`src/verilog/afr_pkg.sv`:
```
package afr_pkg;

  // ----------------------------------------------------------------
  // Geometry and types
  // ----------------------------------------------------------------
  typedef logic [10:0] coord_t;
  typedef logic [15:0] value_t;

  typedef enum logic [2:0] {
    MODE_OFF  = 3'h1,
    MODE_ONCE = 3'h2,
    MODE_CONT = 3'h4
  } mode_e;

  localparam coord_t SENSOR_W = 11'h640;
  localparam coord_t SENSOR_H = 11'h4B0;

  // ----------------------------------------------------------------
  // Register map (byte addresses)
  // ----------------------------------------------------------------
  localparam logic [7:0] ADDR_CTRL      = 8'h00;
  localparam logic [7:0] ADDR_CROP_POS  = 8'h04;
  localparam logic [7:0] ADDR_CROP_SIZE = 8'h08;
  localparam logic [7:0] ADDR_WIN_SEL   = 8'h0C;
  localparam logic [7:0] ADDR_WIN_POS   = 8'h10;
  localparam logic [7:0] ADDR_WIN_SIZE  = 8'h14;
  localparam logic [7:0] ADDR_TARGET    = 8'h18;
  localparam logic [7:0] LOOP_BASE      = 8'h20;
  localparam logic [7:0] LOOP_STRIDE    = 8'h10;
  localparam logic [7:0] OFS_MODE       = 8'h00;
  localparam logic [7:0] OFS_VALUE      = 8'h04;
  localparam logic [7:0] OFS_LIMITS     = 8'h08;
  localparam logic [7:0] ADDR_STATUS    = 8'h50;
  localparam logic [1:0] RESP_OKAY      = 2'h0;
  localparam logic [1:0] RESP_SLVERR    = 2'h2;

  // ----------------------------------------------------------------
  // Reset values and counts
  // ----------------------------------------------------------------
  localparam logic [7:0] TARGET_RST       = 8'h80;
  localparam logic [7:0] TARGET_TOL       = 8'h04;
  localparam value_t     VALUE_RST        = 16'h0100;
  localparam value_t     LIMIT_LO_RST     = 16'h0000;
  localparam value_t     LIMIT_HI_RST     = 16'hFFFF;
  localparam value_t     STEP             = 16'h0001;
  localparam logic [6:0] ONCE_FRAMES_SLOW = 7'h32;
  localparam logic [6:0] ONCE_FRAMES_FAST = 7'h64;
  localparam logic [1:0] SETTLE_FRAMES    = 2'h2;

  // True when p lies in [start, start + len).
  function automatic logic in_span(input coord_t p, input coord_t start, input coord_t len);
    return (p >= start) && ({1'b0, p} < ({1'b0, start} + {1'b0, len}));
  endfunction

  // Limits a widened value to [lo, hi].
  function automatic value_t clamp(input logic [16:0] v, input value_t lo, input value_t hi);
    if (v < {1'b0, lo}) begin
      return lo;
    end
    if (v > {1'b0, hi}) begin
      return hi;
    end
    return v[15:0];
  endfunction

endpackage

```
`src/verilog/stats_if.sv`:
```
`timescale 1ns/1ps
`default_nettype none
interface stats_if;
  logic        done;
  logic [31:0] sum;
  logic [20:0] cnt;
  modport src (output done, sum, cnt);
  modport snk (input done, sum, cnt);
endinterface
`default_nettype wire

```
`src/verilog/stats_acc.sv`:
```
`timescale 1ns/1ps
`default_nettype none
module stats_acc import afr_pkg::*; (
  // Clock and reset
  input  wire logic       sys_clk_i,
  input  wire logic       nrst_i,
  // Pixel stream
  input  wire logic       pix_valid_i,
  input  wire logic       pix_eof_i,
  input  wire logic [7:0] pix_data_i,
  input  wire coord_t     col_i,
  input  wire coord_t     row_i,
  // Window and crop
  input  wire coord_t     win_col_i,
  input  wire coord_t     win_row_i,
  input  wire coord_t     win_w_i,
  input  wire coord_t     win_h_i,
  input  wire coord_t     crop_col_i,
  input  wire coord_t     crop_row_i,
  input  wire coord_t     crop_w_i,
  input  wire coord_t     crop_h_i,
  // Frame result
  stats_if.src            st
);

  logic        hit;
  logic        last;
  logic [31:0] sum_q;
  logic [20:0] cnt_q;
  logic [31:0] add_sum;
  logic [20:0] add_cnt;

  // Only pixels inside both the window and the crop count.
  assign hit = pix_valid_i && in_span(col_i, win_col_i, win_w_i) && in_span(row_i, win_row_i, win_h_i)
               && in_span(col_i, crop_col_i, crop_w_i) && in_span(row_i, crop_row_i, crop_h_i);
  assign last    = pix_valid_i && pix_eof_i;
  assign add_sum = sum_q + (hit ? {24'h000000, pix_data_i} : 32'h00000000);
  assign add_cnt = cnt_q + {20'h00000, hit};

  always_ff @(posedge sys_clk_i) begin
    if (!nrst_i) begin
      sum_q   <= 32'h00000000;
      cnt_q   <= 21'h000000;
      st.done <= 1'b0;
      st.sum  <= 32'h00000000;
      st.cnt  <= 21'h000000;
    end else begin
      st.done <= last;
      if (last) begin
        st.sum <= add_sum;
        st.cnt <= add_cnt;
        sum_q  <= 32'h00000000;
        cnt_q  <= 21'h000000;
      end else begin
        sum_q <= add_sum;
        cnt_q <= add_cnt;
      end
    end
  end

  frame_done_a: assert property (@(posedge sys_clk_i) disable iff (!nrst_i) last |=> st.done)
    else $error("frame result not published after last pixel");

endmodule
`default_nettype wire

```
`src/verilog/auto_loop.sv`:
```
`timescale 1ns/1ps
`default_nettype none
module auto_loop import afr_pkg::*; (
  // Clock and reset
  input  wire logic       sys_clk_i,
  input  wire logic       nrst_i,
  // Window statistics
  stats_if.snk            st,
  // Software settings
  input  wire logic       fast_i,
  input  wire logic [7:0] target_i,
  input  wire value_t     lower_i,
  input  wire value_t     upper_i,
  input  wire logic       mode_wr_i,
  input  wire mode_e      mode_data_i,
  input  wire logic       val_wr_i,
  input  wire value_t     val_data_i,
  // Loop state
  output mode_e           mode_o,
  output value_t          value_o,
  output logic            timeout_o
);

  mode_e       mode_q;
  value_t      value_q;
  logic        timeout_q;
  logic        skip_q;
  logic [6:0]  once_cnt_q;
  logic [1:0]  settle_q;
  logic [8:0]  tgt_lo;
  logic [8:0]  tgt_hi;
  logic [31:0] lo_thr;
  logic [31:0] hi_thr;
  logic [6:0]  once_lim;
  logic        below;
  logic        above;
  logic        due;
  logic        once_end;
  logic        tmo_set;
  logic [16:0] stepped;

  assign tgt_lo   = (target_i > TARGET_TOL) ? {1'b0, target_i - TARGET_TOL} : 9'h000;
  assign tgt_hi   = {1'b0, target_i} + {1'b0, TARGET_TOL};
  // Both factors are widened first so that a full-sensor pixel count cannot overflow the product.
  assign lo_thr   = 32'(tgt_lo) * 32'(st.cnt);
  assign hi_thr   = 32'(tgt_hi) * 32'(st.cnt);
  assign below    = st.sum < lo_thr;
  assign above    = st.sum > hi_thr;
  assign once_lim = fast_i ? ONCE_FRAMES_FAST : ONCE_FRAMES_SLOW;
  // An empty intersection or a settling loop makes no step.
  assign due = st.done && (st.cnt != 21'h000000) && (settle_q == 2'h0)
               && ((mode_q == MODE_ONCE) || ((mode_q == MODE_CONT) && !(fast_i && skip_q)));
  assign stepped  = below ? ({1'b0, value_q} + {1'b0, STEP})
                  : above ? ((value_q > STEP) ? {1'b0, value_q - STEP} : 17'h00000) : {1'b0, value_q};
  assign once_end = st.done && (mode_q == MODE_ONCE)
                    && ((due && !below && !above) || ((once_cnt_q + 7'h01) >= once_lim));
  assign tmo_set  = once_end && !(due && !below && !above);
  assign mode_o    = mode_q;
  assign value_o   = value_q;
  assign timeout_o = timeout_q;

  always_ff @(posedge sys_clk_i) begin
    if (!nrst_i) begin
      value_q <= VALUE_RST;
      skip_q  <= 1'b0;
    end else begin
      if (st.done) begin
        skip_q <= !skip_q;
      end
      if (due) begin
        value_q <= clamp(stepped, lower_i, upper_i);
      end else if (val_wr_i) begin
        value_q <= val_data_i;
      end
    end
  end

  always_ff @(posedge sys_clk_i) begin
    if (!nrst_i) begin
      mode_q     <= MODE_CONT;
      once_cnt_q <= 7'h00;
      settle_q   <= SETTLE_FRAMES;
    end else if (mode_wr_i) begin
      mode_q     <= mode_data_i;
      once_cnt_q <= 7'h00;
      settle_q   <= SETTLE_FRAMES;
    end else begin
      if (once_end) begin
        mode_q <= MODE_OFF;
      end
      if (st.done && (mode_q == MODE_ONCE)) begin
        once_cnt_q <= once_cnt_q + 7'h01;
      end
      if (st.done && (settle_q != 2'h0)) begin
        settle_q <= settle_q - 2'h1;
      end
    end
  end

  always_ff @(posedge sys_clk_i) begin
    if (!nrst_i) begin
      timeout_q <= 1'b0;
    end else if (tmo_set) begin
      timeout_q <= 1'b1;
    end else if (mode_wr_i) begin
      timeout_q <= 1'b0;
    end
  end

  off_hold_a: assert property (@(posedge sys_clk_i) disable iff (!nrst_i)
    (mode_q == MODE_OFF) && !val_wr_i |=> $stable(value_q))
    else $error("value moved while loop is off");

  once_timeout_a: assert property (@(posedge sys_clk_i) disable iff (!nrst_i)
    st.done && (mode_q == MODE_ONCE) && !mode_wr_i && ((once_cnt_q + 7'h01) == once_lim) |=> mode_q == MODE_OFF)
    else $error("single-shot loop did not stop at frame limit");

endmodule
`default_nettype wire

```
`src/verilog/auto_function_region_control.sv`:
```
// How it works
// - Single-shot keeps stepping until target is reached.
// - Single-shot success turns loop off, keeps value.
// - Single-shot gives up after 50/100 frames.
// - Continuous mode is each loop's reset default.
// - Continuous steps every frame or every other.
// - Continuous runs until single-shot or off chosen.
// - Off holds last automatic value until manual write.
// - Automatic steps overwrite the manual value.
// - Unreachable target is approached, never forced.
// - Loop and setting writes accepted during capture.
// - Newly enabled loop may wait a few frames.
// - Two independent statistics windows exist.
// - Window one feeds exposure and gain loops.
// - Window two feeds the white-balance loop.
// - Window-to-loop assignment is fixed in hardware.
// - Windows are column, row, width, height from origin.
// - Windows cover the whole sensor after reset.
// - Selector picks which window position writes hit.
// - Window settings are independent of the crop.
// - Statistics come only from window-crop intersection.
// - No intersection means no adjustment.
`timescale 1ns/1ps
`default_nettype none
module auto_function_region_control import afr_pkg::*; (
  // Clock and reset
  input  wire logic        sys_clk_i,
  input  wire logic        nrst_i,
  // AXI4-Lite write address and data
  input  wire logic        awvalid_i,
  output logic             awready_o,
  input  wire logic [7:0]  awaddr_i,
  input  wire logic        wvalid_i,
  output logic             wready_o,
  input  wire logic [31:0] wdata_i,
  input  wire logic [3:0]  wstrb_i,
  // AXI4-Lite write response
  output logic             bvalid_o,
  input  wire logic        bready_i,
  output logic [1:0]       bresp_o,
  // AXI4-Lite read
  input  wire logic        arvalid_i,
  output logic             arready_o,
  input  wire logic [7:0]  araddr_i,
  output logic             rvalid_o,
  input  wire logic        rready_i,
  output logic [31:0]      rdata_o,
  output logic [1:0]       rresp_o,
  // Pixel stream
  input  wire logic        pix_valid_i,
  input  wire logic        pix_sof_i,
  input  wire logic        pix_eol_i,
  input  wire logic        pix_eof_i,
  input  wire logic [7:0]  pix_data_i,
  // Controlled parameters
  output value_t           exposure_o,
  output value_t           gain_o,
  output value_t           balance_o
);

  // ----------------------------------------------------------------
  // State
  // ----------------------------------------------------------------
  logic        awready_q;
  logic        wready_q;
  logic        bvalid_q;
  logic [1:0]  bresp_q;
  logic        arready_q;
  logic        rvalid_q;
  logic [31:0] rdata_q;
  logic [1:0]  rresp_q;
  logic [7:0]  aw_addr_q;
  logic [31:0] w_data_q;
  logic [3:0]  w_strb_q;

  logic        fast_q;
  logic        sel_q;
  logic [7:0]  target_q;
  coord_t      crop_col_q;
  coord_t      crop_row_q;
  coord_t      crop_w_q;
  coord_t      crop_h_q;
  coord_t      win_col_q [2];
  coord_t      win_row_q [2];
  coord_t      win_w_q   [2];
  coord_t      win_h_q   [2];
  value_t      lim_lo_q  [3];
  value_t      lim_hi_q  [3];
  coord_t      col_q;
  coord_t      row_q;

  mode_e       loop_mode [3];
  value_t      loop_val  [3];
  logic [2:0]  loop_tmo;
  logic [2:0]  mode_wr;
  logic [2:0]  val_wr;
  logic [2:0]  lim_wr;

  // ----------------------------------------------------------------
  // Decoding
  // ----------------------------------------------------------------
  logic        wr_fire;
  logic [32:0] cur_w;
  logic [32:0] rd_w;
  logic [31:0] wd;
  logic        mode_ok;
  coord_t      col_cur;
  coord_t      row_cur;

  // Returns {mapped, data} for one register address.
  function automatic logic [32:0] reg_read(input logic [7:0] a);
    logic [32:0] r;
    logic [7:0]  b;
    r = {1'b1, 32'h00000000};
    case (a)
      ADDR_CTRL:      r[31:0] = {31'h00000000, fast_q};
      ADDR_CROP_POS:  r[31:0] = {5'h00, crop_row_q, 5'h00, crop_col_q};
      ADDR_CROP_SIZE: r[31:0] = {5'h00, crop_h_q, 5'h00, crop_w_q};
      ADDR_WIN_SEL:   r[31:0] = {31'h00000000, sel_q};
      ADDR_WIN_POS:   r[31:0] = {5'h00, win_row_q[sel_q], 5'h00, win_col_q[sel_q]};
      ADDR_WIN_SIZE:  r[31:0] = {5'h00, win_h_q[sel_q], 5'h00, win_w_q[sel_q]};
      ADDR_TARGET:    r[31:0] = {24'h000000, target_q};
      ADDR_STATUS:    r[31:0] = {29'h00000000, loop_tmo};
      default: begin
        r[32] = 1'b0;
        for (int i = 0; i < 3; i++) begin
          b = LOOP_BASE + 8'(LOOP_STRIDE * 8'(i));
          if (a == b + OFS_MODE) begin
            r = {1'b1, 29'h00000000, loop_mode[i]};
          end
          if (a == b + OFS_VALUE) begin
            r = {1'b1, 16'h0000, loop_val[i]};
          end
          if (a == b + OFS_LIMITS) begin
            r = {1'b1, lim_hi_q[i], lim_lo_q[i]};
          end
        end
      end
    endcase
    return r;
  endfunction

  // Applies byte enables over the register's present value.
  function automatic logic [31:0] merge(input logic [31:0] old, input logic [31:0] nw, input logic [3:0] strb);
    logic [31:0] m;
    m = old;
    for (int i = 0; i < 4; i++) begin
      if (strb[i]) begin
        m[i*8 +: 8] = nw[i*8 +: 8];
      end
    end
    return m;
  endfunction

  assign wr_fire = !awready_q && !wready_q && !bvalid_q;
  // A process, not an assign, so that register changes seen inside the function re-evaluate it.
  always_comb begin
    cur_w = reg_read(aw_addr_q);
    rd_w  = reg_read(araddr_i);
  end
  assign wd      = merge(cur_w[31:0], w_data_q, w_strb_q);
  assign mode_ok = (wd[2:0] == MODE_OFF) || (wd[2:0] == MODE_ONCE) || (wd[2:0] == MODE_CONT);
  assign col_cur = pix_sof_i ? 11'h000 : col_q;
  assign row_cur = pix_sof_i ? 11'h000 : row_q;

  assign awready_o  = awready_q;
  assign wready_o   = wready_q;
  assign bvalid_o   = bvalid_q;
  assign bresp_o    = bresp_q;
  assign arready_o  = arready_q;
  assign rvalid_o   = rvalid_q;
  assign rdata_o    = rdata_q;
  assign rresp_o    = rresp_q;
  assign exposure_o = loop_val[0];
  assign gain_o     = loop_val[1];
  assign balance_o  = loop_val[2];

  // ----------------------------------------------------------------
  // AXI4-Lite write channel
  // ----------------------------------------------------------------
  always_ff @(posedge sys_clk_i) begin
    if (!nrst_i) begin
      awready_q <= 1'b1;
      wready_q  <= 1'b1;
      bvalid_q  <= 1'b0;
      bresp_q   <= RESP_OKAY;
      aw_addr_q <= 8'h00;
      w_data_q  <= 32'h00000000;
      w_strb_q  <= 4'h0;
    end else begin
      if (awvalid_i && awready_q) begin
        aw_addr_q <= awaddr_i;
        awready_q <= 1'b0;
      end
      if (wvalid_i && wready_q) begin
        w_data_q <= wdata_i;
        w_strb_q <= wstrb_i;
        wready_q <= 1'b0;
      end
      if (wr_fire) begin
        bvalid_q  <= 1'b1;
        bresp_q   <= cur_w[32] ? RESP_OKAY : RESP_SLVERR;
        awready_q <= 1'b1;
        wready_q  <= 1'b1;
      end else if (bvalid_q && bready_i) begin
        bvalid_q <= 1'b0;
      end
    end
  end

  // ----------------------------------------------------------------
  // AXI4-Lite read channel
  // ----------------------------------------------------------------
  always_ff @(posedge sys_clk_i) begin
    if (!nrst_i) begin
      arready_q <= 1'b1;
      rvalid_q  <= 1'b0;
      rdata_q   <= 32'h00000000;
      rresp_q   <= RESP_OKAY;
    end else if (arvalid_i && arready_q) begin
      rdata_q   <= rd_w[31:0];
      rresp_q   <= rd_w[32] ? RESP_OKAY : RESP_SLVERR;
      rvalid_q  <= 1'b1;
      arready_q <= 1'b0;
    end else if (rvalid_q && rready_i) begin
      rvalid_q  <= 1'b0;
      arready_q <= 1'b1;
    end
  end

  // ----------------------------------------------------------------
  // Global settings and crop
  // ----------------------------------------------------------------
  always_ff @(posedge sys_clk_i) begin
    if (!nrst_i) begin
      fast_q     <= 1'b0;
      sel_q      <= 1'b0;
      target_q   <= TARGET_RST;
      crop_col_q <= 11'h000;
      crop_row_q <= 11'h000;
      crop_w_q   <= SENSOR_W;
      crop_h_q   <= SENSOR_H;
    end else if (wr_fire) begin
      case (aw_addr_q)
        ADDR_CTRL:      fast_q <= wd[0];
        ADDR_WIN_SEL:   sel_q <= wd[0];
        ADDR_TARGET:    target_q <= wd[7:0];
        ADDR_CROP_POS:  {crop_row_q, crop_col_q} <= {wd[26:16], wd[10:0]};
        ADDR_CROP_SIZE: {crop_h_q, crop_w_q} <= {wd[26:16], wd[10:0]};
        default:        fast_q <= fast_q;
      endcase
    end
  end

  // ----------------------------------------------------------------
  // Statistics windows, kept apart from the crop
  // ----------------------------------------------------------------
  always_ff @(posedge sys_clk_i) begin
    if (!nrst_i) begin
      for (int i = 0; i < 2; i++) begin
        win_col_q[i] <= 11'h000;
        win_row_q[i] <= 11'h000;
        win_w_q[i]   <= SENSOR_W;
        win_h_q[i]   <= SENSOR_H;
      end
    end else if (wr_fire && (aw_addr_q == ADDR_WIN_POS)) begin
      win_col_q[sel_q] <= wd[10:0];
      win_row_q[sel_q] <= wd[26:16];
    end else if (wr_fire && (aw_addr_q == ADDR_WIN_SIZE)) begin
      win_w_q[sel_q] <= wd[10:0];
      win_h_q[sel_q] <= wd[26:16];
    end
  end

  // ----------------------------------------------------------------
  // Pixel position
  // ----------------------------------------------------------------
  always_ff @(posedge sys_clk_i) begin
    if (!nrst_i) begin
      col_q <= 11'h000;
      row_q <= 11'h000;
    end else if (pix_valid_i && pix_eol_i) begin
      col_q <= 11'h000;
      row_q <= row_cur + 11'h001;
    end else if (pix_valid_i) begin
      col_q <= col_cur + 11'h001;
      row_q <= row_cur;
    end
  end

  // ----------------------------------------------------------------
  // Window statistics and loops
  // ----------------------------------------------------------------
  stats_if st_if [2] ();

  for (genvar w = 0; w < 2; w++) begin : g_win
    stats_acc u_acc (
      .sys_clk_i   (sys_clk_i),
      .nrst_i      (nrst_i),
      .pix_valid_i (pix_valid_i),
      .pix_eof_i   (pix_eof_i),
      .pix_data_i  (pix_data_i),
      .col_i       (col_cur),
      .row_i       (row_cur),
      .win_col_i   (win_col_q[w]),
      .win_row_i   (win_row_q[w]),
      .win_w_i     (win_w_q[w]),
      .win_h_i     (win_h_q[w]),
      .crop_col_i  (crop_col_q),
      .crop_row_i  (crop_row_q),
      .crop_w_i    (crop_w_q),
      .crop_h_i    (crop_h_q),
      .st          (st_if[w])
    );
  end

  for (genvar i = 0; i < 3; i++) begin : g_loop
    localparam logic [7:0] BASE = LOOP_BASE + 8'(LOOP_STRIDE * 8'(i));
    assign mode_wr[i] = wr_fire && (aw_addr_q == BASE + OFS_MODE) && mode_ok;
    assign val_wr[i]  = wr_fire && (aw_addr_q == BASE + OFS_VALUE);
    assign lim_wr[i]  = wr_fire && (aw_addr_q == BASE + OFS_LIMITS);

    always_ff @(posedge sys_clk_i) begin
      if (!nrst_i) begin
        lim_lo_q[i] <= LIMIT_LO_RST;
        lim_hi_q[i] <= LIMIT_HI_RST;
      end else if (lim_wr[i]) begin
        lim_lo_q[i] <= wd[15:0];
        lim_hi_q[i] <= wd[31:16];
      end
    end

    // Exposure and gain share window one, white balance uses window two.
    auto_loop u_loop (
      .sys_clk_i   (sys_clk_i),
      .nrst_i      (nrst_i),
      .st          (st_if[(i == 2) ? 1 : 0]),
      .fast_i      (fast_q),
      .target_i    (target_q),
      .lower_i     (lim_lo_q[i]),
      .upper_i     (lim_hi_q[i]),
      .mode_wr_i   (mode_wr[i]),
      .mode_data_i (mode_e'(wd[2:0])),
      .val_wr_i    (val_wr[i]),
      .val_data_i  (wd[15:0]),
      .mode_o      (loop_mode[i]),
      .value_o     (loop_val[i]),
      .timeout_o   (loop_tmo[i])
    );
  end

  // ----------------------------------------------------------------
  // Checks
  // ----------------------------------------------------------------
  reset_mode_a: assert property (@(posedge sys_clk_i) disable iff (!nrst_i)
    $rose(nrst_i) |-> (loop_mode[0] == MODE_CONT) && (loop_mode[1] == MODE_CONT) && (loop_mode[2] == MODE_CONT))
    else $error("loops not continuous after reset");

  reset_window_a: assert property (@(posedge sys_clk_i) disable iff (!nrst_i)
    $rose(nrst_i) |-> (win_w_q[1] == SENSOR_W) && (win_h_q[0] == SENSOR_H) && (win_col_q[0] == 11'h000))
    else $error("window not full sensor after reset");

  window_select_a: assert property (@(posedge sys_clk_i) disable iff (!nrst_i)
    wr_fire && (aw_addr_q == ADDR_WIN_POS) && !sel_q |=> $stable(win_col_q[1]) && (win_col_q[0] == $past(wd[10:0])))
    else $error("position write reached the unselected window");

  crop_apart_a: assert property (@(posedge sys_clk_i) disable iff (!nrst_i)
    wr_fire && (aw_addr_q == ADDR_CROP_SIZE) |=> $stable(win_w_q[0]) && $stable(win_w_q[1]))
    else $error("crop write changed a statistics window");

  write_answer_a: assert property (@(posedge sys_clk_i) disable iff (!nrst_i)
    wr_fire |=> bvalid_q && awready_q && wready_q)
    else $error("write response missing after write");

endmodule
`default_nettype wire

```
`config.mk`:
```
export PLATFORM = sky130hd
export DESIGN_NAME = auto_function_region_control
export DESIGN_NICKNAME = d
export VERILOG_FILES = /design/src/verilog/afr_pkg.sv /design/src/verilog/stats_if.sv /design/src/verilog/stats_acc.sv /design/src/verilog/auto_loop.sv /design/src/verilog/auto_function_region_control.sv
export SDC_FILE = /design/constraint.sdc
export NUM_CORES = 2
export LEC_CHECK = 0
export ABC_AREA = 1
export BUFFER_PORTS_ARGS = -buffer_cell sky130_fd_sc_hd__buf_2
export CAP_MARGIN = 10
export CORE_ASPECT_RATIO = 0.5
export CORE_UTILIZATION = 45
export DETAILED_ROUTE_END_ITERATION = 7
export HOLD_SLACK_MARGIN = 0.06
export SYNTH_ARGS = -nofsm -noshare
export SYNTH_HDL_FRONTEND = slang
export SYNTH_SLANG_ARGS = --single-unit
```
`constraint.sdc`:
```
create_clock -name sys_clk_i -period 22.3 [get_ports sys_clk_i]
set_input_delay 1.115 -clock sys_clk_i [delete_from_list [all_inputs] [get_ports sys_clk_i]]
set_output_delay 1.115 -clock sys_clk_i [all_outputs]
set_load 0.01 [all_outputs]
```
* Word-level counts from Yosys, hierarchy flattened *
Memory sizes are Yosys's and may differ from the RTL's. A register that Yosys moved wholly into a read port is not among the register bits.
Cells that the tools add are included.

word-level totals
  bits in registers = 464
  RAM bits = 184
  input port bits = 71
  word-level logic and storage cells = 437
  memories = 6

cells by class
  $add $sub $neg = 26
  $mul = 4
  magnitude comparators = 29
  equality and inequality tests = 41
  multiplexer cells = 145
  bitwise logic cells = 7
  reductions and logical operators = 132

memory list
  memory     depth  width  read ports  clocked after Yosys merged registers in  write ports  RTL line                            RTL
  lim_hi_q   3      16     3           0                                        3            auto_function_region_control.sv:88  value_t lim_hi_q [3];
  lim_lo_q   3      16     3           0                                        3            auto_function_region_control.sv:87  value_t lim_lo_q [3];
  win_col_q  2      11     3           1                                        2            auto_function_region_control.sv:83  coord_t win_col_q [2];
  win_h_q    2      11     3           1                                        2            auto_function_region_control.sv:86  coord_t win_h_q [2];
  win_row_q  2      11     3           1                                        2            auto_function_region_control.sv:84  coord_t win_row_q [2];
  win_w_q    2      11     3           1                                        2            auto_function_region_control.sv:85  coord_t win_w_q [2];

operators by type and width
  operator                                                                           count
  33-bit 2-to-1 mux                                                                  18
  32-bit one-hot mux with 8 select lines                                             2
  16-bit 2-to-1 mux                                                                  27
  9-bit by 21-bit multiplier with 30-bit output                                      4
  17-bit 2-to-1 mux                                                                  6
  8-bit by 6-bit equality test with 1-bit output (second input constant)             12
  11-bit 2-to-1 mux                                                                  8
  11-bit by 11-bit adder with 12-bit output                                          6
  11-bit by 12-bit < comparator with 1-bit output                                    6
  1-bit logical AND                                                                  69
  1-bit 2-to-1 mux                                                                   68
  11-bit greater-or-equal comparator                                                 6
  32-bit adder                                                                       2
  8-bit by 7-bit equality test with 1-bit output (second input constant)             8
  32-bit by 30-bit greater-than comparator with 1-bit output                         2
  32-bit by 30-bit < comparator with 1-bit output                                    2
  8-bit 2-to-1 mux                                                                   7
  16-bit by 1-bit adder with 17-bit output (second input constant)                   3
  17-bit by 16-bit greater-than comparator with 1-bit output                         3
  17-bit by 16-bit < comparator with 1-bit output                                    3
  8-bit by 5-bit equality test with 1-bit output (second input constant)             6
  16-bit by 1-bit greater-than comparator with 1-bit output (second input constant)  3
  16-bit by 1-bit subtractor with 16-bit output (second input constant)              3
  11-bit OR reduction                                                                4
  other kinds (27)                                                                   106

* Logic depth before layout (Yosys ltp) *
  depth after elaboration = 18
  depth in mapped cells = 66
  mapped depth without buffers = 64

* Modules after synthesis *
From an unflattened synthesis, not the netlist that was laid out.

unflattened totals
  cell total of the unflattened synthesis = 11302
  area total of the unflattened synthesis = 82027.4 um2

modules (own cells, without submodules)
  module                         instances  cells each  area each (um2)  sequential area each (um2)
  auto_function_region_control   1          2180        17235.3          8728.4
  auto_loop at g_loop[1].u_loop  1          2252        15994.1          600.6
  auto_loop at g_loop[0].u_loop  1          2232        15860.2          600.6
  auto_loop at g_loop[2].u_loop  1          2224        15828.9          600.6
  stats_acc at g_win[1].u_acc    1          1203        8589.5           2142.1
  stats_acc at g_win[0].u_acc    1          1211        8519.4           2142.1

* Worst setup path before layout *
No wires, ideal clock.

  path kind = register -> register
  start = register target_q[2]
  end = register g_loop[2].u_loop.value_q[10]
  arrival time = 9.402 ns
  data required time = 22.168 ns
  path slack = 12.766 ns
  stages on the path, launching flop included = 62
  buffers on the path = 4
  period minus slack after synthesis = 9.534 ns
  cells stage by stage = dfxtp_1 -> clkinv_1 -> clkbuf_1 -> ha_1 -> inv_1 -> nand2_1 -> nand2_2 -> inv_2 -> nor2_1 -> clkinv_1 -> clkbuf_1 -> nor2_1 -> fa_1 -> fa_1 -> fa_1 -> inv_1 -> fa_1 -> inv_1 -> (+26 left out) -> ha_1 -> a21oi_1 -> nor2_1 -> nor2_1 -> nand4_1 -> a21boi_0 -> o21ai_0 -> nand2_1 -> nand2_1 -> nand2_1 -> nand2_4 -> inv_2 -> buf_2 -> nor2_1 -> a21oi_1 -> nand2_1 -> nand3_1 -> a21oi_1

between the ends
  word-level cells in the longest chain between the ends = 13
  elaborated cells on any way between the ends = 23

ends and longest elaborated chain
  what                                                                                                                         RTL line                             RTL
  from (decl)                                                                                                                  auto_function_region_control.sv:78   logic [7:0] target_q;
  from (signal assigned)                                                                                                       auto_function_region_control.sv:247  ADDR_TARGET: target_q <= wd[7:0];
  8-bit by 3-bit adder with 9-bit output, or another cell as far along                                                         auto_loop.sv:43                      assign tgt_hi = {1'b0, target_i} + {1'b0, TARGET_TOL};
  9-bit by 21-bit multiplier with 30-bit output or 8-bit 2-to-1 mux (tied branches)                                            auto_loop.sv:46, auto_loop.sv:42
  32-bit by 30-bit greater-than comparator with 1-bit output or 9-bit by 21-bit multiplier with 30-bit output (tied branches)  auto_loop.sv:48, auto_loop.sv:45
  17-bit 2-to-1 mux or 32-bit by 30-bit < comparator with 1-bit output (tied branches)                                         auto_loop.sv:54, auto_loop.sv:47
  17-bit 2-to-1 mux (*)                                                                                                        auto_loop.sv:53                      assign stepped = below ? ({1'b0, value_q} + {1'b0, STEP})
  17-bit by 16-bit greater-than comparator with 1-bit output                                                                   afr_pkg.sv:60                        if (v > {1'b0, hi}) begin
  1-bit 2-to-1 mux (2 in a row)                                                                                                afr_pkg.sv:60
  1-bit 2-to-1 mux                                                                                                             auto_loop.sv:70                      if (due) begin
  1-bit 2-to-1 mux                                                                                                             auto_loop.sv:63                      if (!nrst_i) begin
  16-bit 2-to-1 mux                                                                                                            afr_pkg.sv:63                        return v[15:0];
  16-bit 2-to-1 mux (*)                                                                                                        afr_pkg.sv:60
  16-bit 2-to-1 mux (*)                                                                                                        auto_loop.sv:70
  to (signal assigned)                                                                                                         auto_loop.sv:71                      value_q <= clamp(stepped, lower_i, upper_i);
  to (signal assigned)                                                                                                         auto_loop.sv:73                      value_q <= val_data_i;
  to (decl)                                                                                                                    auto_loop.sv:25                      value_t value_q;

Every way passes the cells marked *; elsewhere a longest branch is shown, timed or not. The select of a mux whose other input is x is not followed.
A chain may end at the register's enable or synchronous reset.

* Worst setup path after layout *
  start = register target_q[1]
  end = register g_loop[1].u_loop.value_q[2]

between the ends
  word-level cells in the longest chain between the ends = 13
  elaborated cells on any way between the ends = 23

ends and longest elaborated chain
  what                                                                                                                         RTL line
  8-bit by 3-bit adder with 9-bit output, or another cell as far along                                                         auto_loop.sv:43
  9-bit by 21-bit multiplier with 30-bit output or 8-bit 2-to-1 mux (tied branches)                                            auto_loop.sv:46, auto_loop.sv:42
  32-bit by 30-bit greater-than comparator with 1-bit output or 9-bit by 21-bit multiplier with 30-bit output (tied branches)  auto_loop.sv:48, auto_loop.sv:45
  17-bit 2-to-1 mux or 32-bit by 30-bit < comparator with 1-bit output (tied branches)                                         auto_loop.sv:54, auto_loop.sv:47
  17-bit 2-to-1 mux (*)                                                                                                        auto_loop.sv:53
  17-bit by 16-bit greater-than comparator with 1-bit output                                                                   afr_pkg.sv:60
  1-bit 2-to-1 mux (2 in a row)                                                                                                afr_pkg.sv:60
  1-bit 2-to-1 mux                                                                                                             auto_loop.sv:70
  1-bit 2-to-1 mux                                                                                                             auto_loop.sv:63
  16-bit 2-to-1 mux                                                                                                            afr_pkg.sv:63
  16-bit 2-to-1 mux (*)                                                                                                        afr_pkg.sv:60
  16-bit 2-to-1 mux (*)                                                                                                        auto_loop.sv:70
  to (signal assigned)                                                                                                         auto_loop.sv:71
  to (signal assigned)                                                                                                         auto_loop.sv:73
  to (decl)                                                                                                                    auto_loop.sv:25

Marks and branches as above.

==> metrics.csv <==
metric;value;unit
quantity of I/O buffers inserted on ports;157;
Pre-Repair DR Iteration Count;7;
CP dominant cell by count;nand2_1;
Die Width;539.5;um
Post-CTS Resized;0;
CTS H-tree lvls;3;
P_sw;0.0007978;W
CP max FO;48;
Worst setup EP type;flip-flop;
Int Pwr;0.002004;W
largest cells by area after synthesis;fa_1 16%, dfxtp_1 14%, ha_1 13%;
Top Usage Layer GRT;met2;
arrival time worst endpoint;13700;ps
synthesized area;65000;um^2
synthesis-to-layout area growth;7.757;%
Die H;270.8;um
unique cell type count in the Yosys netlist;69;
Die ar.;146100;um^2
Post-CTS Setup Bufs;0;
Row Count;98;
Synth area leader;fa_1;
CTS tree;yes;
Crit Path Class;reg -> reg;
HP Class;reg -> reg;
routed wire length;231.3;mm
top_reg_cell synth;dfxtp_1;
Seq pwr share;44.4;%
Max Slew Vio Count;0;
Sink Count;647;
clock share of power;46.3;%
min Tclk post-route;13110;ps
slowest cell delay on critical path;860;ps
nets;9957;
first-pass GRT wire length;350.4;mm
routability cong.;1.018;
cells after synthesis;8743;
fraction of registers with async set or reset after synthesis;0;%
clock latency on the worst-skew pair;710;ps
grt met1 use;42.23;%
number of global-route vias before repair;56810;
most frequent cell after synthesis;inv_1;
Synth warnings;0;
setup violators final;0;
pre-CTS setup slack;9390;ps
setup_tns;0;ps
Post-synth EDFFs;184;
CTS Hold Bufs;0;
MaxCap Viol Count;0;
GR Util met2;49.08;%
clock buffer depth;3;
synth cell count leaders;1451 x inv_1, 1441 x nand2_1, 1154 x nor2_1, 656 x ha_1, 598 x a21oi_1;
Yosys reg bits;647;
initial antenna violation count;8;
Max Clk Rate;76.25;MHz
sequential area share after synthesis;22.76;%
relative slew slack;12.24;%
DRC;0;
Avg Cell Area, Syn;7.435;um^2
actual slew at the worst max-slew pin;1303;ps
fillcell total;14360;
period utilization;58.81;%
RSZ-0062 raised after global routing;no;
clk_skew;46.19;ps
pin count of the biggest net entering global routing;85;
clock root buffer;clkbuf_16;
Initial DRC Count;5945;
hpwl dp;181.5;mm
post-synth top area share;15.52;%
Max VDD drop;0.06750;mV
Critical-path top delay cell;nor2_1;
Num CTS Buffers;71;
Avg WL per Cell;21.64;um
share of cells above drive strength 1;5.464;%
clk slew on worst S/H paths;60;ps
Worst Path Required;22880;ps
grt total ovfl;0;
Via Count;59460;
status;completed;
Tot GR Track Use;31.41;%
met3 usage;6.904;%
Comb power frac;9.3;%
CORE AREA;143100;um^2
Worst Slack Setup Final;9186;ps
Post-DRT Antenna Nets;0;
Hold Slack;458.6;ps
Switching Share;28.48;%
Static Leakage;33.69;nW
Startpoint Class;flip-flop;
Starting Density;45.43;%
vias per cell;5.562;
Ports;160;
final hold vios;0;
Power Density;40.00;nW/um^2
==> worst max-delay path, delay by kind of cell (launching register included) <==
family | cells | cell delay, ps
AOI/OAI and AO/OA | 15 | 3620
xor gates and xnor gates | 1 | 150
adders and majority gates | 7 | 2940
buffers and inverters | 12 | 3120
DFF | 1 | 310
and+or+nand+nor | 23 | 2780
==> metrics by stage <==
| step | power [W] | instance area [um^2] | instances | util, % |
|---|---|---|---|---|
| floorplan | 0.001406 | 65010 | 8744 | - |
| global placement | 0.001519 | 67570 | 10550 | 47.22 |
| detailed placement | 0.001519 | 67570 | 10550 | 47.22 |
| CTS | 0.002806 | 70030 | 10680 | 48.94 |
| global route | 0.002874 | 70030 | 10680 | 48.94 |
| finish | 0.002802 | 70050 | 10690 | 48.95 |
==> worst paths after layout <==
path / slack, ps / endpoint / cells past startpoint / startpoint
worst max-delay path: 9190 / g_loop[1].u_loop.value_o[2]$_SDFFE_PN0P_ / 58 / target_q[1]$_SDFFE_PN0P_
worst min-delay path: 460 / w_data_q[20]$_SDFFE_PN0P_ / 2 / w_data_q[20]$_SDFFE_PN0P_
worst max register to register: 9190 / g_loop[1].u_loop.value_o[2]$_SDFFE_PN0P_ / 58 / target_q[1]$_SDFFE_PN0P_
worst min register to register: 460 / w_data_q[20]$_SDFFE_PN0P_ / 2 / w_data_q[20]$_SDFFE_PN0P_
==> per-layer routing <==
layer,part of all wire (%),routed length [um]
met1,43,98860
met2,43,100400
met3,9.6,22120
met4,4.3,9832
met5,0.030,70
==> layout make-up <==
cell class	instances	area [um^2]	share of cell area [%]
clock buffer	87	1954	2.790
multi-input combinational	6247	43250	61.75
clock inverter	44	500.5	0.7145
sequential	647	14800	21.13
antenna	5	12.51	0.01786
tap	1900	2377	3.394
timing repair buffer	248	1471	2.101
inverter	1511	5680	8.109
==> registers in the layout, indices dropped and copies added, names as in the netlist, 42 cells and up, named ones only <==
register / flops
g_win.u_acc.st.cnt: 42
lim_hi_q: 48
g_win.u_acc.sum_q: 64
g_loop.u_loop.value_o: 48
g_win.u_acc.st.sum: 64
g_win.u_acc.cnt_q: 42
lim_lo_q: 48
==> power by group through the flow <==
stage / combinational [W] / clock [W] / sequential (W)
5_1_grt: 0.000277 / 0.00135 / 0.00124
3_3_place_gp: 0.000250 / 0 / 0.00127
6_report: 0.000261 / 0.00130 / 0.00124
3_5_place_dp: 0.000250 / 0 / 0.00127
4_1_cts: 0.000252 / 0.00131 / 0.00124
2_1_floorplan: 0.000143 / 0 / 0.00126
==> cells by family after synthesis <==
group,count (synthesis),share of synthesized area [%]
flip-flops,647,22.76
XOR/XNOR,341,4.594
adder cells (fa/ha/maj),1160,28.15
other,1,0.005769
AND/OR/NAND/NOR,3143,19.84
buffers and inverters,1850,10.82
multiplexers,7,0.1078
AO/OA/AOI/OAI,1594,13.73
==> cells in the final DEF, fill, tap and decap left out, drive strengths merged, types with 7 or more instances in the layout <==
cell,synthesis,routed
nand2,1452,1452
inv,1487,1491
o22ai,166,166
xor2,221,221
a21o,13,13
bufinv,0,7
o221ai,21,21
nand4,79,79
o21bai,25,25
o21ai,573,573
clkinv,24,51
nor4,41,41
a221oi,35,35
buf,52,248
o21a,14,14
o211ai,38,38
xnor2,120,120
nor2,1162,1162
mux2i,7,7
ha,656,656
a21oi,598,598
clkbuf,287,87
o2111ai,13,13
or2,11,11
dfxtp,463,463
a21boi,15,15
nand3,279,279
a31oi,18,18
fa,504,504
edfxtp,184,184
nor3,98,98
nand3b,9,9
a211oi,36,36
No activity file was read; power rests on OpenSTA's default activity.
